$ cat config.mk
export PLATFORM = sky130hd
export DESIGN_NAME = degauss_power_on_sequencer
export DESIGN_NICKNAME = d
export VERILOG_FILES = /design/src/degauss_pkg.sv /design/src/level_filter.sv /design/src/degauss_power_on_sequencer.sv
export SDC_FILE = /design/constraint.sdc
export NUM_CORES = 1
export LEC_CHECK = 0
export BUFFER_PORTS_ARGS = -buffer_cell sky130_fd_sc_hd__buf_2
export CAP_MARGIN = 25
export CORE_ASPECT_RATIO = 1.75
export CORE_MARGIN = 3
export CORE_UTILIZATION = 44
export DETAILED_ROUTE_END_ITERATION = 10
export PLACE_DENSITY_LB_ADDON = 0.08
export SLEW_MARGIN = 15
export SYNTH_ARGS = -nofsm -noshare
export SYNTH_HDL_FRONTEND = slang
export SYNTH_SLANG_ARGS = --single-unit
$ cat constraint.sdc
create_clock -name clk_sys -period 2.5 [get_ports clk_sys]
set_input_delay 0.25 -clock clk_sys [delete_from_list [all_inputs] [get_ports clk_sys]]
set_output_delay 0.25 -clock clk_sys [all_outputs]
set_load 0.05 [all_outputs]
$ cat src/degauss_pkg.sv
package degauss_pkg;
    // ------------------------------------------------------------
    // clock and timing constants
    // ------------------------------------------------------------
    localparam int CLK_MHZ = 100; // system clock rate in MHz
    localparam int OVR_SUPPRESS_NS = 3000; // overload suppression time
    localparam int OVR_SUPPRESS_CYC = OVR_SUPPRESS_NS * CLK_MHZ / 1000;
    localparam int DEMAG_ON_NS = 25600; // request high qualification
    localparam int DEMAG_ON_CYC = DEMAG_ON_NS * CLK_MHZ / 1000;
    localparam int DEMAG_OFF_NS = 25000; // request low abort filter
    localparam int DEMAG_OFF_CYC = DEMAG_OFF_NS * CLK_MHZ / 1000;
    localparam int DEMAG_CYCLE_US = 110000; // degauss cycle length
    localparam int DEMAG_CYCLE_CYC = DEMAG_CYCLE_US * CLK_MHZ;
    localparam int ABORT_HOLD_US = 3300; // hold-off after abort or recovery
    localparam int ABORT_HOLD_CYC = ABORT_HOLD_US * CLK_MHZ;
    localparam int PON_DEMAG_NS = 12000; // power-on to degauss start
    localparam int PON_DEMAG_CYC = PON_DEMAG_NS * CLK_MHZ / 1000;
    localparam int PON_RUN_NS = 32000; // power-on to normal start
    localparam int PON_RUN_CYC = PON_RUN_NS * CLK_MHZ / 1000;
    localparam int HALF_MAX_NS = 32000; // longest probe half-period
    localparam int HALF_MAX_CYC = HALF_MAX_NS * CLK_MHZ / 1000;
    localparam int HALF_MIN_NS = 280; // shortest probe half-period
    localparam int HALF_MIN_CYC = (HALF_MIN_NS * CLK_MHZ + 999) / 1000;
    localparam int SUPPLY_DIP_NS = 31000; // supply dips ignored below this
    localparam int SUPPLY_DIP_CYC = SUPPLY_DIP_NS * CLK_MHZ / 1000;
    localparam int BROWNOUT_NS = 100000; // brown-out to power-on reset
    localparam int BROWNOUT_CYC = BROWNOUT_NS * CLK_MHZ / 1000;
    localparam int GOOD_HALVES = 8; // four full probe cycles
    localparam int CNT_W = 24; // width of interval counters

    // ------------------------------------------------------------
    // sequencer states
    // ------------------------------------------------------------
    typedef enum logic [2:0] {
        ST_OFF,
        ST_PON_WAIT,
        ST_DEMAG,
        ST_HOLD,
        ST_QUALIFY,
        ST_RUN
    } seq_state_t;
endpackage : degauss_pkg

$ cat src/level_filter.sv
`timescale 1ns/10ps
// ------------------------------------------------------------
// level filter: out follows in once in has held for LEN cycles
// ------------------------------------------------------------
module level_filter #(
    parameter int LEN = 4,
    parameter int W = 24
) (
    // clock and reset
    input wire logic clk_sys,
    input wire logic arst_n,
    input wire logic ce,
    // data
    input wire logic lvl_in,
    output logic lvl_out
);
    logic [W-1:0] cnt_ff; // cycles since last change
    logic out_ff; // filtered level

    // count stable cycles, flip output after LEN of them
    always_ff @(posedge clk_sys or negedge arst_n) begin
        if (!arst_n) begin
            cnt_ff <= '0;
            out_ff <= 1'b0;
        end else if (ce) begin
            if (lvl_in == out_ff) begin
                cnt_ff <= '0;
            end else if (cnt_ff >= W'(LEN - 1)) begin
                cnt_ff <= '0;
                out_ff <= lvl_in;
            end else begin
                cnt_ff <= cnt_ff + 1'b1;
            end
        end
    end

    assign lvl_out = out_ff;
endmodule : level_filter

$ cat src/degauss_power_on_sequencer.sv
`timescale 1ns/10ps
module degauss_power_on_sequencer
    import degauss_pkg::*;
#(
    parameter int DEMAG_CYCLE_LEN = degauss_pkg::DEMAG_CYCLE_CYC,
    parameter int ABORT_HOLD_LEN = degauss_pkg::ABORT_HOLD_CYC,
    parameter int BROWNOUT_LEN = degauss_pkg::BROWNOUT_CYC
) (
    // clock, reset, enable
    input wire logic clk_sys,
    input wire logic arst_n,
    input wire logic ce,
    // supply comparators, high while rail is above the level
    input wire logic rail_above_4v,
    input wire logic rail_above_1v8,
    // probe comparator and amplifier overload
    input wire logic probe_cmp,
    input wire logic amp_nonlinear,
    // degauss request from the controller
    input wire logic demag_req,
    // open-drain range overload flag
    output logic range_flag_o,
    output logic range_flag_oe,
    // open-drain error flag
    output logic error_flag_o,
    output logic error_flag_oe,
    // coil driver and degauss status
    output logic coil_drive_output,
    output logic demag_active,
    output logic probe_run
);
    import degauss_pkg::*;

    // ------------------------------------------------------------
    // declarations
    // ------------------------------------------------------------
    seq_state_t state_ff; // sequencer state
    logic [CNT_W-1:0] ovr_cnt_ff; // overload persistence counter
    logic range_ff; // range flag active
    logic [CNT_W-1:0] seq_cnt_ff; // sequence timer
    logic [CNT_W-1:0] half_cnt_ff; // current probe half-period
    logic [CNT_W-1:0] bo_cnt_ff; // brown-out duration
    logic [3:0] good_ff; // good half-periods counted
    logic probe_q_ff; // previous probe level
    logic probe_lost_ff; // oscillation missing
    logic loop_broken_ff; // probe loop interrupted since run
    logic error_ff; // error flag active
    logic coil_ff; // coil driver enabled
    logic req_on; // request held 25.6 us
    logic req_off; // request held low 25 us inside degauss
    logic [CNT_W-1:0] off_cnt_ff; // low request samples during degauss
    logic req_q_ff; // previous qualified request level
    logic req_pend_ff; // fresh qualified request waiting for run
    logic dip_long; // supply dip past 31 us
    logic por; // power-on reset request
    logic probe_edge; // probe comparator toggled
    logic half_short; // edge came too early

    // ------------------------------------------------------------
    // request and supply filters
    // ------------------------------------------------------------
    // rising filter on request
    level_filter #(.LEN(DEMAG_ON_CYC), .W(CNT_W)) u_req_on (
        .clk_sys(clk_sys), .arst_n(arst_n), .ce(ce),
        .lvl_in(demag_req), .lvl_out(req_on)
    );
    // abort filter: counts low request samples only while degauss runs, so
    // a low level that went stale before the cycle can never cut it short
    always_ff @(posedge clk_sys or negedge arst_n) begin
        if (!arst_n) begin
            off_cnt_ff <= '0;
        end else if (ce) begin
            if (demag_req || state_ff != ST_DEMAG) begin
                off_cnt_ff <= '0;
            end else if (!req_off) begin
                off_cnt_ff <= off_cnt_ff + 1'b1;
            end
        end
    end

    assign req_off = !demag_req && (off_cnt_ff >= CNT_W'(DEMAG_OFF_CYC - 1));

    // a qualified request arms one degauss; a level held high never retriggers
    always_ff @(posedge clk_sys or negedge arst_n) begin
        if (!arst_n) begin
            req_q_ff <= 1'b0;
            req_pend_ff <= 1'b0;
        end else if (ce) begin
            req_q_ff <= req_on;
            if (req_on && !req_q_ff && state_ff != ST_DEMAG) begin
                req_pend_ff <= 1'b1;
            end else if (!req_on || state_ff == ST_DEMAG) begin
                req_pend_ff <= 1'b0;
            end
        end
    end

    // supply dip filter for probe supply adequacy
    level_filter #(.LEN(SUPPLY_DIP_CYC), .W(CNT_W)) u_dip (
        .clk_sys(clk_sys), .arst_n(arst_n), .ce(ce),
        .lvl_in(!rail_above_4v), .lvl_out(dip_long)
    );

    // ------------------------------------------------------------
    // over-range flag
    // ------------------------------------------------------------
    // count overload cycles, assert after 3 us, drop at once
    always_ff @(posedge clk_sys or negedge arst_n) begin
        if (!arst_n) begin
            ovr_cnt_ff <= '0;
            range_ff <= 1'b0;
        end else if (ce) begin
            if (!amp_nonlinear) begin
                ovr_cnt_ff <= '0;
                range_ff <= 1'b0;
            end else if (ovr_cnt_ff >= CNT_W'(OVR_SUPPRESS_CYC - 1)) begin
                range_ff <= 1'b1;
            end else begin
                ovr_cnt_ff <= ovr_cnt_ff + 1'b1;
            end
        end
    end

    // ------------------------------------------------------------
    // probe oscillation monitor
    // ------------------------------------------------------------
    assign probe_edge = probe_cmp != probe_q_ff;
    assign half_short = probe_edge && (half_cnt_ff < CNT_W'(HALF_MIN_CYC - 1));

    // measure half-periods, count good ones, flag lost oscillation
    always_ff @(posedge clk_sys or negedge arst_n) begin
        if (!arst_n) begin
            probe_q_ff <= 1'b0;
            half_cnt_ff <= '0;
            good_ff <= '0;
            probe_lost_ff <= 1'b0;
        end else if (ce) begin
            probe_q_ff <= probe_cmp;
            if (state_ff == ST_OFF || state_ff == ST_PON_WAIT) begin
                half_cnt_ff <= '0;
                good_ff <= '0;
                probe_lost_ff <= 1'b0;
            end else if (probe_edge) begin
                half_cnt_ff <= '0;
                probe_lost_ff <= 1'b0;
                if (half_short) begin
                    good_ff <= '0;
                end else if (good_ff < 4'(GOOD_HALVES)) begin
                    good_ff <= good_ff + 1'b1;
                end
            end else if (half_cnt_ff >= CNT_W'(HALF_MAX_CYC - 1)) begin
                probe_lost_ff <= 1'b1;
                good_ff <= '0;
            end else begin
                half_cnt_ff <= half_cnt_ff + 1'b1;
            end
        end
    end

    // ------------------------------------------------------------
    // brown-out and power-on reset
    // ------------------------------------------------------------
    assign por = !rail_above_1v8 || (bo_cnt_ff >= CNT_W'(BROWNOUT_LEN - 1));

    // time how long the rail stays below 4V
    always_ff @(posedge clk_sys or negedge arst_n) begin
        if (!arst_n) begin
            bo_cnt_ff <= '0;
        end else if (ce) begin
            if (rail_above_4v || state_ff == ST_OFF) begin
                bo_cnt_ff <= '0;
            end else if (!por) begin
                bo_cnt_ff <= bo_cnt_ff + 1'b1;
            end
        end
    end

    // remember a probe loop break so loop recovery goes the long way through hold-off
    always_ff @(posedge clk_sys or negedge arst_n) begin
        if (!arst_n) begin
            loop_broken_ff <= 1'b0;
        end else if (ce) begin
            if (state_ff != ST_RUN) begin
                loop_broken_ff <= 1'b0;
            end else if (probe_lost_ff || (dip_long && half_short)) begin
                loop_broken_ff <= 1'b1;
            end
        end
    end

    // ------------------------------------------------------------
    // sequencer
    // ------------------------------------------------------------
    // power-on, degauss, hold-off, qualification and run
    always_ff @(posedge clk_sys or negedge arst_n) begin
        if (!arst_n) begin
            state_ff <= ST_OFF;
            seq_cnt_ff <= '0;
        end else if (ce) begin
            if (por && state_ff != ST_OFF) begin
                state_ff <= ST_OFF;
                seq_cnt_ff <= '0;
            end else begin
                case (state_ff)
                    ST_OFF: begin
                        seq_cnt_ff <= '0;
                        if (rail_above_4v && rail_above_1v8) begin
                            state_ff <= ST_PON_WAIT;
                        end
                    end
                    ST_PON_WAIT: begin
                        seq_cnt_ff <= seq_cnt_ff + 1'b1;
                        if (demag_req && seq_cnt_ff >= CNT_W'(PON_DEMAG_CYC - 1)) begin
                            state_ff <= ST_DEMAG;
                            seq_cnt_ff <= '0;
                        end else if (seq_cnt_ff >= CNT_W'(PON_RUN_CYC - 1)) begin
                            state_ff <= ST_QUALIFY;
                            seq_cnt_ff <= '0;
                        end
                    end
                    ST_DEMAG: begin
                        seq_cnt_ff <= seq_cnt_ff + 1'b1;
                        if (req_off) begin
                            state_ff <= ST_HOLD;
                            seq_cnt_ff <= '0;
                        end else if (seq_cnt_ff >= CNT_W'(DEMAG_CYCLE_LEN - 1)) begin
                            state_ff <= ST_QUALIFY;
                            seq_cnt_ff <= '0;
                        end
                    end
                    ST_HOLD: begin
                        seq_cnt_ff <= seq_cnt_ff + 1'b1;
                        if (seq_cnt_ff >= CNT_W'(ABORT_HOLD_LEN - 1)) begin
                            state_ff <= ST_QUALIFY;
                            seq_cnt_ff <= '0;
                        end
                    end
                    ST_QUALIFY: begin
                        seq_cnt_ff <= '0;
                        if (good_ff >= 4'(GOOD_HALVES)) begin
                            state_ff <= ST_RUN;
                        end
                    end
                    ST_RUN: begin
                        seq_cnt_ff <= '0;
                        if (req_pend_ff) begin
                            state_ff <= ST_DEMAG;
                        end else if (probe_lost_ff || loop_broken_ff) begin
                            state_ff <= ST_HOLD;
                        end
                    end
                    default: begin
                        state_ff <= ST_OFF;
                        seq_cnt_ff <= '0;
                    end
                endcase
            end
        end
    end

    // error flag and coil driver follow the sequencer
    always_ff @(posedge clk_sys or negedge arst_n) begin
        if (!arst_n) begin
            error_ff <= 1'b1;
            coil_ff <= 1'b0;
        end else if (ce) begin
            error_ff <= (state_ff != ST_RUN) || probe_lost_ff;
            coil_ff <= (state_ff == ST_RUN) && !probe_lost_ff;
        end
    end

    // ------------------------------------------------------------
    // outputs
    // ------------------------------------------------------------
    assign range_flag_o = 1'b0;
    assign range_flag_oe = range_ff;
    assign error_flag_o = 1'b0;
    assign error_flag_oe = error_ff;
    assign coil_drive_output = coil_ff;
    assign demag_active = (state_ff == ST_DEMAG);
    assign probe_run = (state_ff != ST_OFF);

    // ------------------------------------------------------------
    // checks
    // ------------------------------------------------------------
    property p_range_delay;
        @(posedge clk_sys) disable iff (!arst_n)
        $rose(range_ff) |-> $past(amp_nonlinear, 2);
    endproperty
    a_range_delay: assert property (p_range_delay) else $error("range flag too early");

    property p_range_release;
        @(posedge clk_sys) disable iff (!arst_n)
        (ce && !amp_nonlinear) |=> !range_ff;
    endproperty
    a_range_release: assert property (p_range_release) else $error("range flag held");

    property p_demag_error;
        @(posedge clk_sys) disable iff (!arst_n)
        (ce && state_ff == ST_DEMAG) |=> error_ff;
    endproperty
    a_demag_error: assert property (p_demag_error) else $error("error clear in degauss");

    property p_abort_hold;
        @(posedge clk_sys) disable iff (!arst_n)
        (state_ff == ST_DEMAG ##1 state_ff == ST_HOLD) |-> !coil_drive_output [*8];
    endproperty
    a_abort_hold: assert property (p_abort_hold) else $error("coil on after abort");

    property p_coil_run;
        @(posedge clk_sys) disable iff (!arst_n)
        coil_ff |-> !error_ff;
    endproperty
    a_coil_run: assert property (p_coil_run) else $error("coil on with error");

    property p_por_low;
        @(posedge clk_sys) disable iff (!arst_n)
        (ce && !rail_above_1v8) |=> state_ff == ST_OFF;
    endproperty
    a_por_low: assert property (p_por_low) else $error("no reset at low rail");

    property p_qual_good;
        @(posedge clk_sys) disable iff (!arst_n)
        (state_ff == ST_QUALIFY ##1 state_ff == ST_RUN) |-> $past(good_ff) >= 4'(GOOD_HALVES);
    endproperty
    a_qual_good: assert property (p_qual_good) else $error("run without good cycles");

    property p_lost_error;
        @(posedge clk_sys) disable iff (!arst_n)
        (ce && probe_lost_ff) |=> error_ff;
    endproperty
    a_lost_error: assert property (p_lost_error) else $error("lost probe not flagged");

    c_demag: cover property (@(posedge clk_sys) disable iff (!arst_n) state_ff == ST_DEMAG);
    c_abort: cover property (@(posedge clk_sys) disable iff (!arst_n)
        state_ff == ST_DEMAG ##1 state_ff == ST_HOLD);
    c_run: cover property (@(posedge clk_sys) disable iff (!arst_n) state_ff == ST_RUN);
    c_range: cover property (@(posedge clk_sys) disable iff (!arst_n) range_ff);
endmodule : degauss_power_on_sequencer

==> summary.txt <==
Run status
  • Outcome: complete, no violations

Layout
  • Fraction of final layout cells sized beyond drive strength 1: between 10 and 15%
  • Nets: ~1000
  • Commonest non-fill, non-tap cell in the layout: dfrtp_1
  • Most frequent cells in the layout: dfrtp_1, nor2_1, nand2_1
  • Layout area overhead: 12.68%
  • Antenna diodes: 0

Timing
  • Final Hold Viols: 0
  • Setup TNS: 0 ps
  • Slew at the pin closest to its max-slew limit: 725.0 ps
  • Final setup viols: 0
  • Max_slew headroom: 51.49%
  • Final WS setup: between 100 and 150 ps
  • Final Slew Violations: 0
  • Final min period: roughly 2400 ps
  • Tcrit/Tclk final: 95.18%
  • RSZ-0062 raised after global routing: false
  • Fmax: 420.3 MHz
  • Worst Skew: approximately 8.4 ps

Global route
  • Gr usage total: between 10% and 20%
  • Vias in the first global route: just over 7000
  • Initial antenna violation count: 0
  • Grt total ovfl: 0
  • Largest net degree at the start of global routing: 60
  • First-pass GRT wire length: 35.85 mm

Clocking
  • Cts bufs inserted: 17
  • Post-CTS Setup Inserts: 0
  • Clock-pin transition on the worst setup and hold timing paths: about 70 ps
  • CTS tree: built
  • Skew-Pair Late Insertion Delay: 440 ps
  • Clock Tree Root: clkbuf_16
  • Clock H-tree levels: 4
  • Clock sinks: 185
  • Buffer depth of the longest clock path: 2

Worst setup path
  • Reg2Reg Depth: 8
  • WP depth: 8
  • Slowest stage cell on the critical path: dfrtp_1
  • Critical R2R Launch: seq_cnt_ff[0]$_DFFE_PN0P_
  • Critical path startpoint: seq_cnt_ff[0]$_DFFE_PN0P_
  • Arr. time, crit path: between 2000 and 3000 ps
  • Kind of critical path: reg2reg
  • RR Endpoint: seq_cnt_ff[10]$_DFFE_PN0P_
  • FF-to-FF setup slack: roughly 120 ps
  • Crit-path max FO: 12
  • Crit path cell chain: ha_1 -> nand3_1 -> o311ai_0 -> a21oi_1 -> o2bb2ai_4 -> buf_4 -> o211a_1 -> o22a_1
  • Data required time at the worst endpoint: ~2800 ps
  • WP buf/inv: 1
  • Crit start category: register
  • End point of the critical path: seq_cnt_ff[10]$_DFFE_PN0P_
  • Max incr delay on CP: around 400 ps
  • Crit. End Element: register
  • CP top delay family: compound AO/OA/AOI/OAI gates

Logic synthesis
  • Cell Area, Synth: 9306 um2
  • Number of synthesized register bits: roughly 190
  • Post-synthesis sequential area ratio: between 40% and 50%
  • Cell variety after synth: 83
  • Ys Warns: 0
  • Post-synth ARST share: 100.0%
  • Post-synth EDFFs: 0
  • Post-synthesis cell count: ~960
  • Ys flop type: dfrtp_1
  • Syn_area_per_cell: between 9 and 10 um2

Power and ir drop
  • Switch share: between 20% and 30%
  • Power Dens Cells: 643.8 nW/um2
  • Psw: 1.780 mW
  • Comb power frac: 11.5%
  • P_leak: around 4.6 nW
  • Max VDD drop: roughly 460 uV
  • Int Pwr: slightly below 5 mW
  • Clock share of power: a little over two fifths
  • Seq pwr share: 46.1%

Floorplanning
  • Initial core utilization: between 40% and 50%
  • IO Pins: 15
  • Die Ht: between 150 and 200 um
  • Die width: ~120 um
  • Total core area: 20550 um2
  • Row Count: between 60 and 70
  • Die area: between 20000 and 25000 um2

Drt
  • Vias per cell: ~5.7
  • Average wire per standard cell: roughly 17 um
  • Drt first pass iters: 5
  • Post-route DRC: 0
  • DRT Wirelength: about 21 mm
  • DR vias: just over 7000
  • Iter 0 DRT Violations: 390
  • Post-DRT Antenna Nets: 0

Placement
  • I/O Buffers: 12
  • Pre-CTS WS: 58.70 ps
  • Routability congestion estimate: around 0.86
  • Final HPWL DP: 14.59 mm

Hold path
  • Hold Path Class: in2reg

Run
  • Max cap viols: 0
worst min path at each step:
stage	from	end	slack, ps	depth (start not counted)
5_1_grt	rail_above_4v	u_dip.lvl_out$_DFFE_PN0P_	60	2
6_report	rail_above_4v	u_dip.lvl_out$_DFFE_PN0P_	70	2
3_5_place_dp	arst_n	u_req_on.cnt_ff[6]$_DFFE_PN0P_	270	1
3_3_place_gp	arst_n	u_req_on.cnt_ff[8]$_DFFE_PN0P_	270	1
2_1_floorplan	arst_n	bo_cnt_ff[0]$_DFFE_PN0P_	-50	0
4_1_cts	rail_above_4v	u_dip.lvl_out$_DFFE_PN0P_	50	2
power by group through the flow:
stage	Combinational, mW	Sequential, mW	Clock (mW)
final	0.779	3.11	2.86
after global routing	0.863	3.12	3.06
after CTS	0.785	3.11	2.95
after detailed placement	0.779	3.17	0
after global placement	0.775	3.17	0
after floorplan	0.494	3.17	0
metrics by stage:
stage | power [mW] | hold WS (ps) | util (%) | cell area, um2 | std cells
2_1_floorplan | 3.665 | -45.59 | - | 9315 | 958
3_3_place_gp | 3.945 | 266.3 | 47.80 | 9822 | 1214
3_5_place_dp | 3.949 | 266.2 | 47.80 | 9822 | 1214
4_1_cts | 6.851 | 50.60 | 50.90 | 10460 | 1246
5_1_grt | 7.048 | 63.63 | 51.04 | 10490 | 1246
6_report | 6.752 | 65.90 | 51.04 | 10490 | 1246
kinds of logic (layout without fill, tap and decap cells):
group / after synthesis / in the layout / synth area share (%)
XOR/XNOR: 34 / 34 / 3.200
adder cells (fa/ha/maj): 9 / 9 / 1.210
flip-flops: 185 / 185 / 49.76
AO/OA/AOI/OAI: 208 / 208 / 16.40
AND/OR/NAND/NOR: 429 / 429 / 24.51
other: 1 / 2 / 0.04029
multiplexers: 10 / 10 / 1.116
buffers and inverters: 81 / 121 / 3.764
metal layers:
| metal | GRT usage, % | up-vias | wire length, um | part of all wire [%] |
|---|---|---|---|---|
| met1 | 24.40 | 3504 | 9160 | 44 |
| met2 | 33.53 | 100 | 10800 | 52 |
| met5 | 0 | - | 0 | 0 |
| met4 | 6.968 | 0 | 395 | 1.9 |
| met3 | 3.683 | 30 | 587 | 2.8 |
| li1 | - | 3517 | - | - |
area by class of cell:
class                   instances  area, um2
clock inverters                11      158.9
flip-flops and latches        185       4631
well taps                     248      310.3
clock buffers                  20      466.7
inverters                      30      112.6
fillers                      1934      10060
repair buffers                 60      444.2
multi-input cells             692       4363
cells in the mapped netlist, types with 9 or more instances:
cell / instances / area, um2
a21oi_1: 27 / 135.1
a41oi_1: 11 / 96.34
nand4_1: 21 / 131.4
o21a_1: 11 / 82.58
xor2_1: 22 / 192.7
nor2b_1: 38 / 237.7
clkbuf_1: 30 / 112.6
nand3_1: 42 / 210.2
o21ai_1: 11 / 55.05
nor4_1: 31 / 193.9
xnor2_1: 12 / 105.1
ha_1: 9 / 112.6
inv_1: 28 / 105.1
o21ai_0: 41 / 205.2
dfrtp_1: 184 / 4604
nand2_1: 70 / 262.8
a31oi_1: 13 / 81.33
nor2_1: 96 / 360.4
nor3_1: 18 / 90.09
or3_1: 10 / 62.56
and3_1: 25 / 156.4
buf_2: 11 / 55.05
and2_1: 38 / 237.7
o211ai_1: 13 / 97.59
flip-flops by register name (all words and copies together) (netlist names), 3 cells and up:
signal           cells
half_cnt_ff         24
bo_cnt_ff           24
good_ff              4
off_cnt_ff          24
ovr_cnt_ff          24
seq_cnt_ff          24
state_ff             3
u_req_on.cnt_ff     24
u_dip.cnt_ff        24
what timing repair did:
action                                  CTS  global route
hold buffers                              1             0
gates resized for setup                   0             4
endpoints found under the hold margin    55             0
endpoints found under the setup margin    0            14
(Power assumes the default switching activity.)
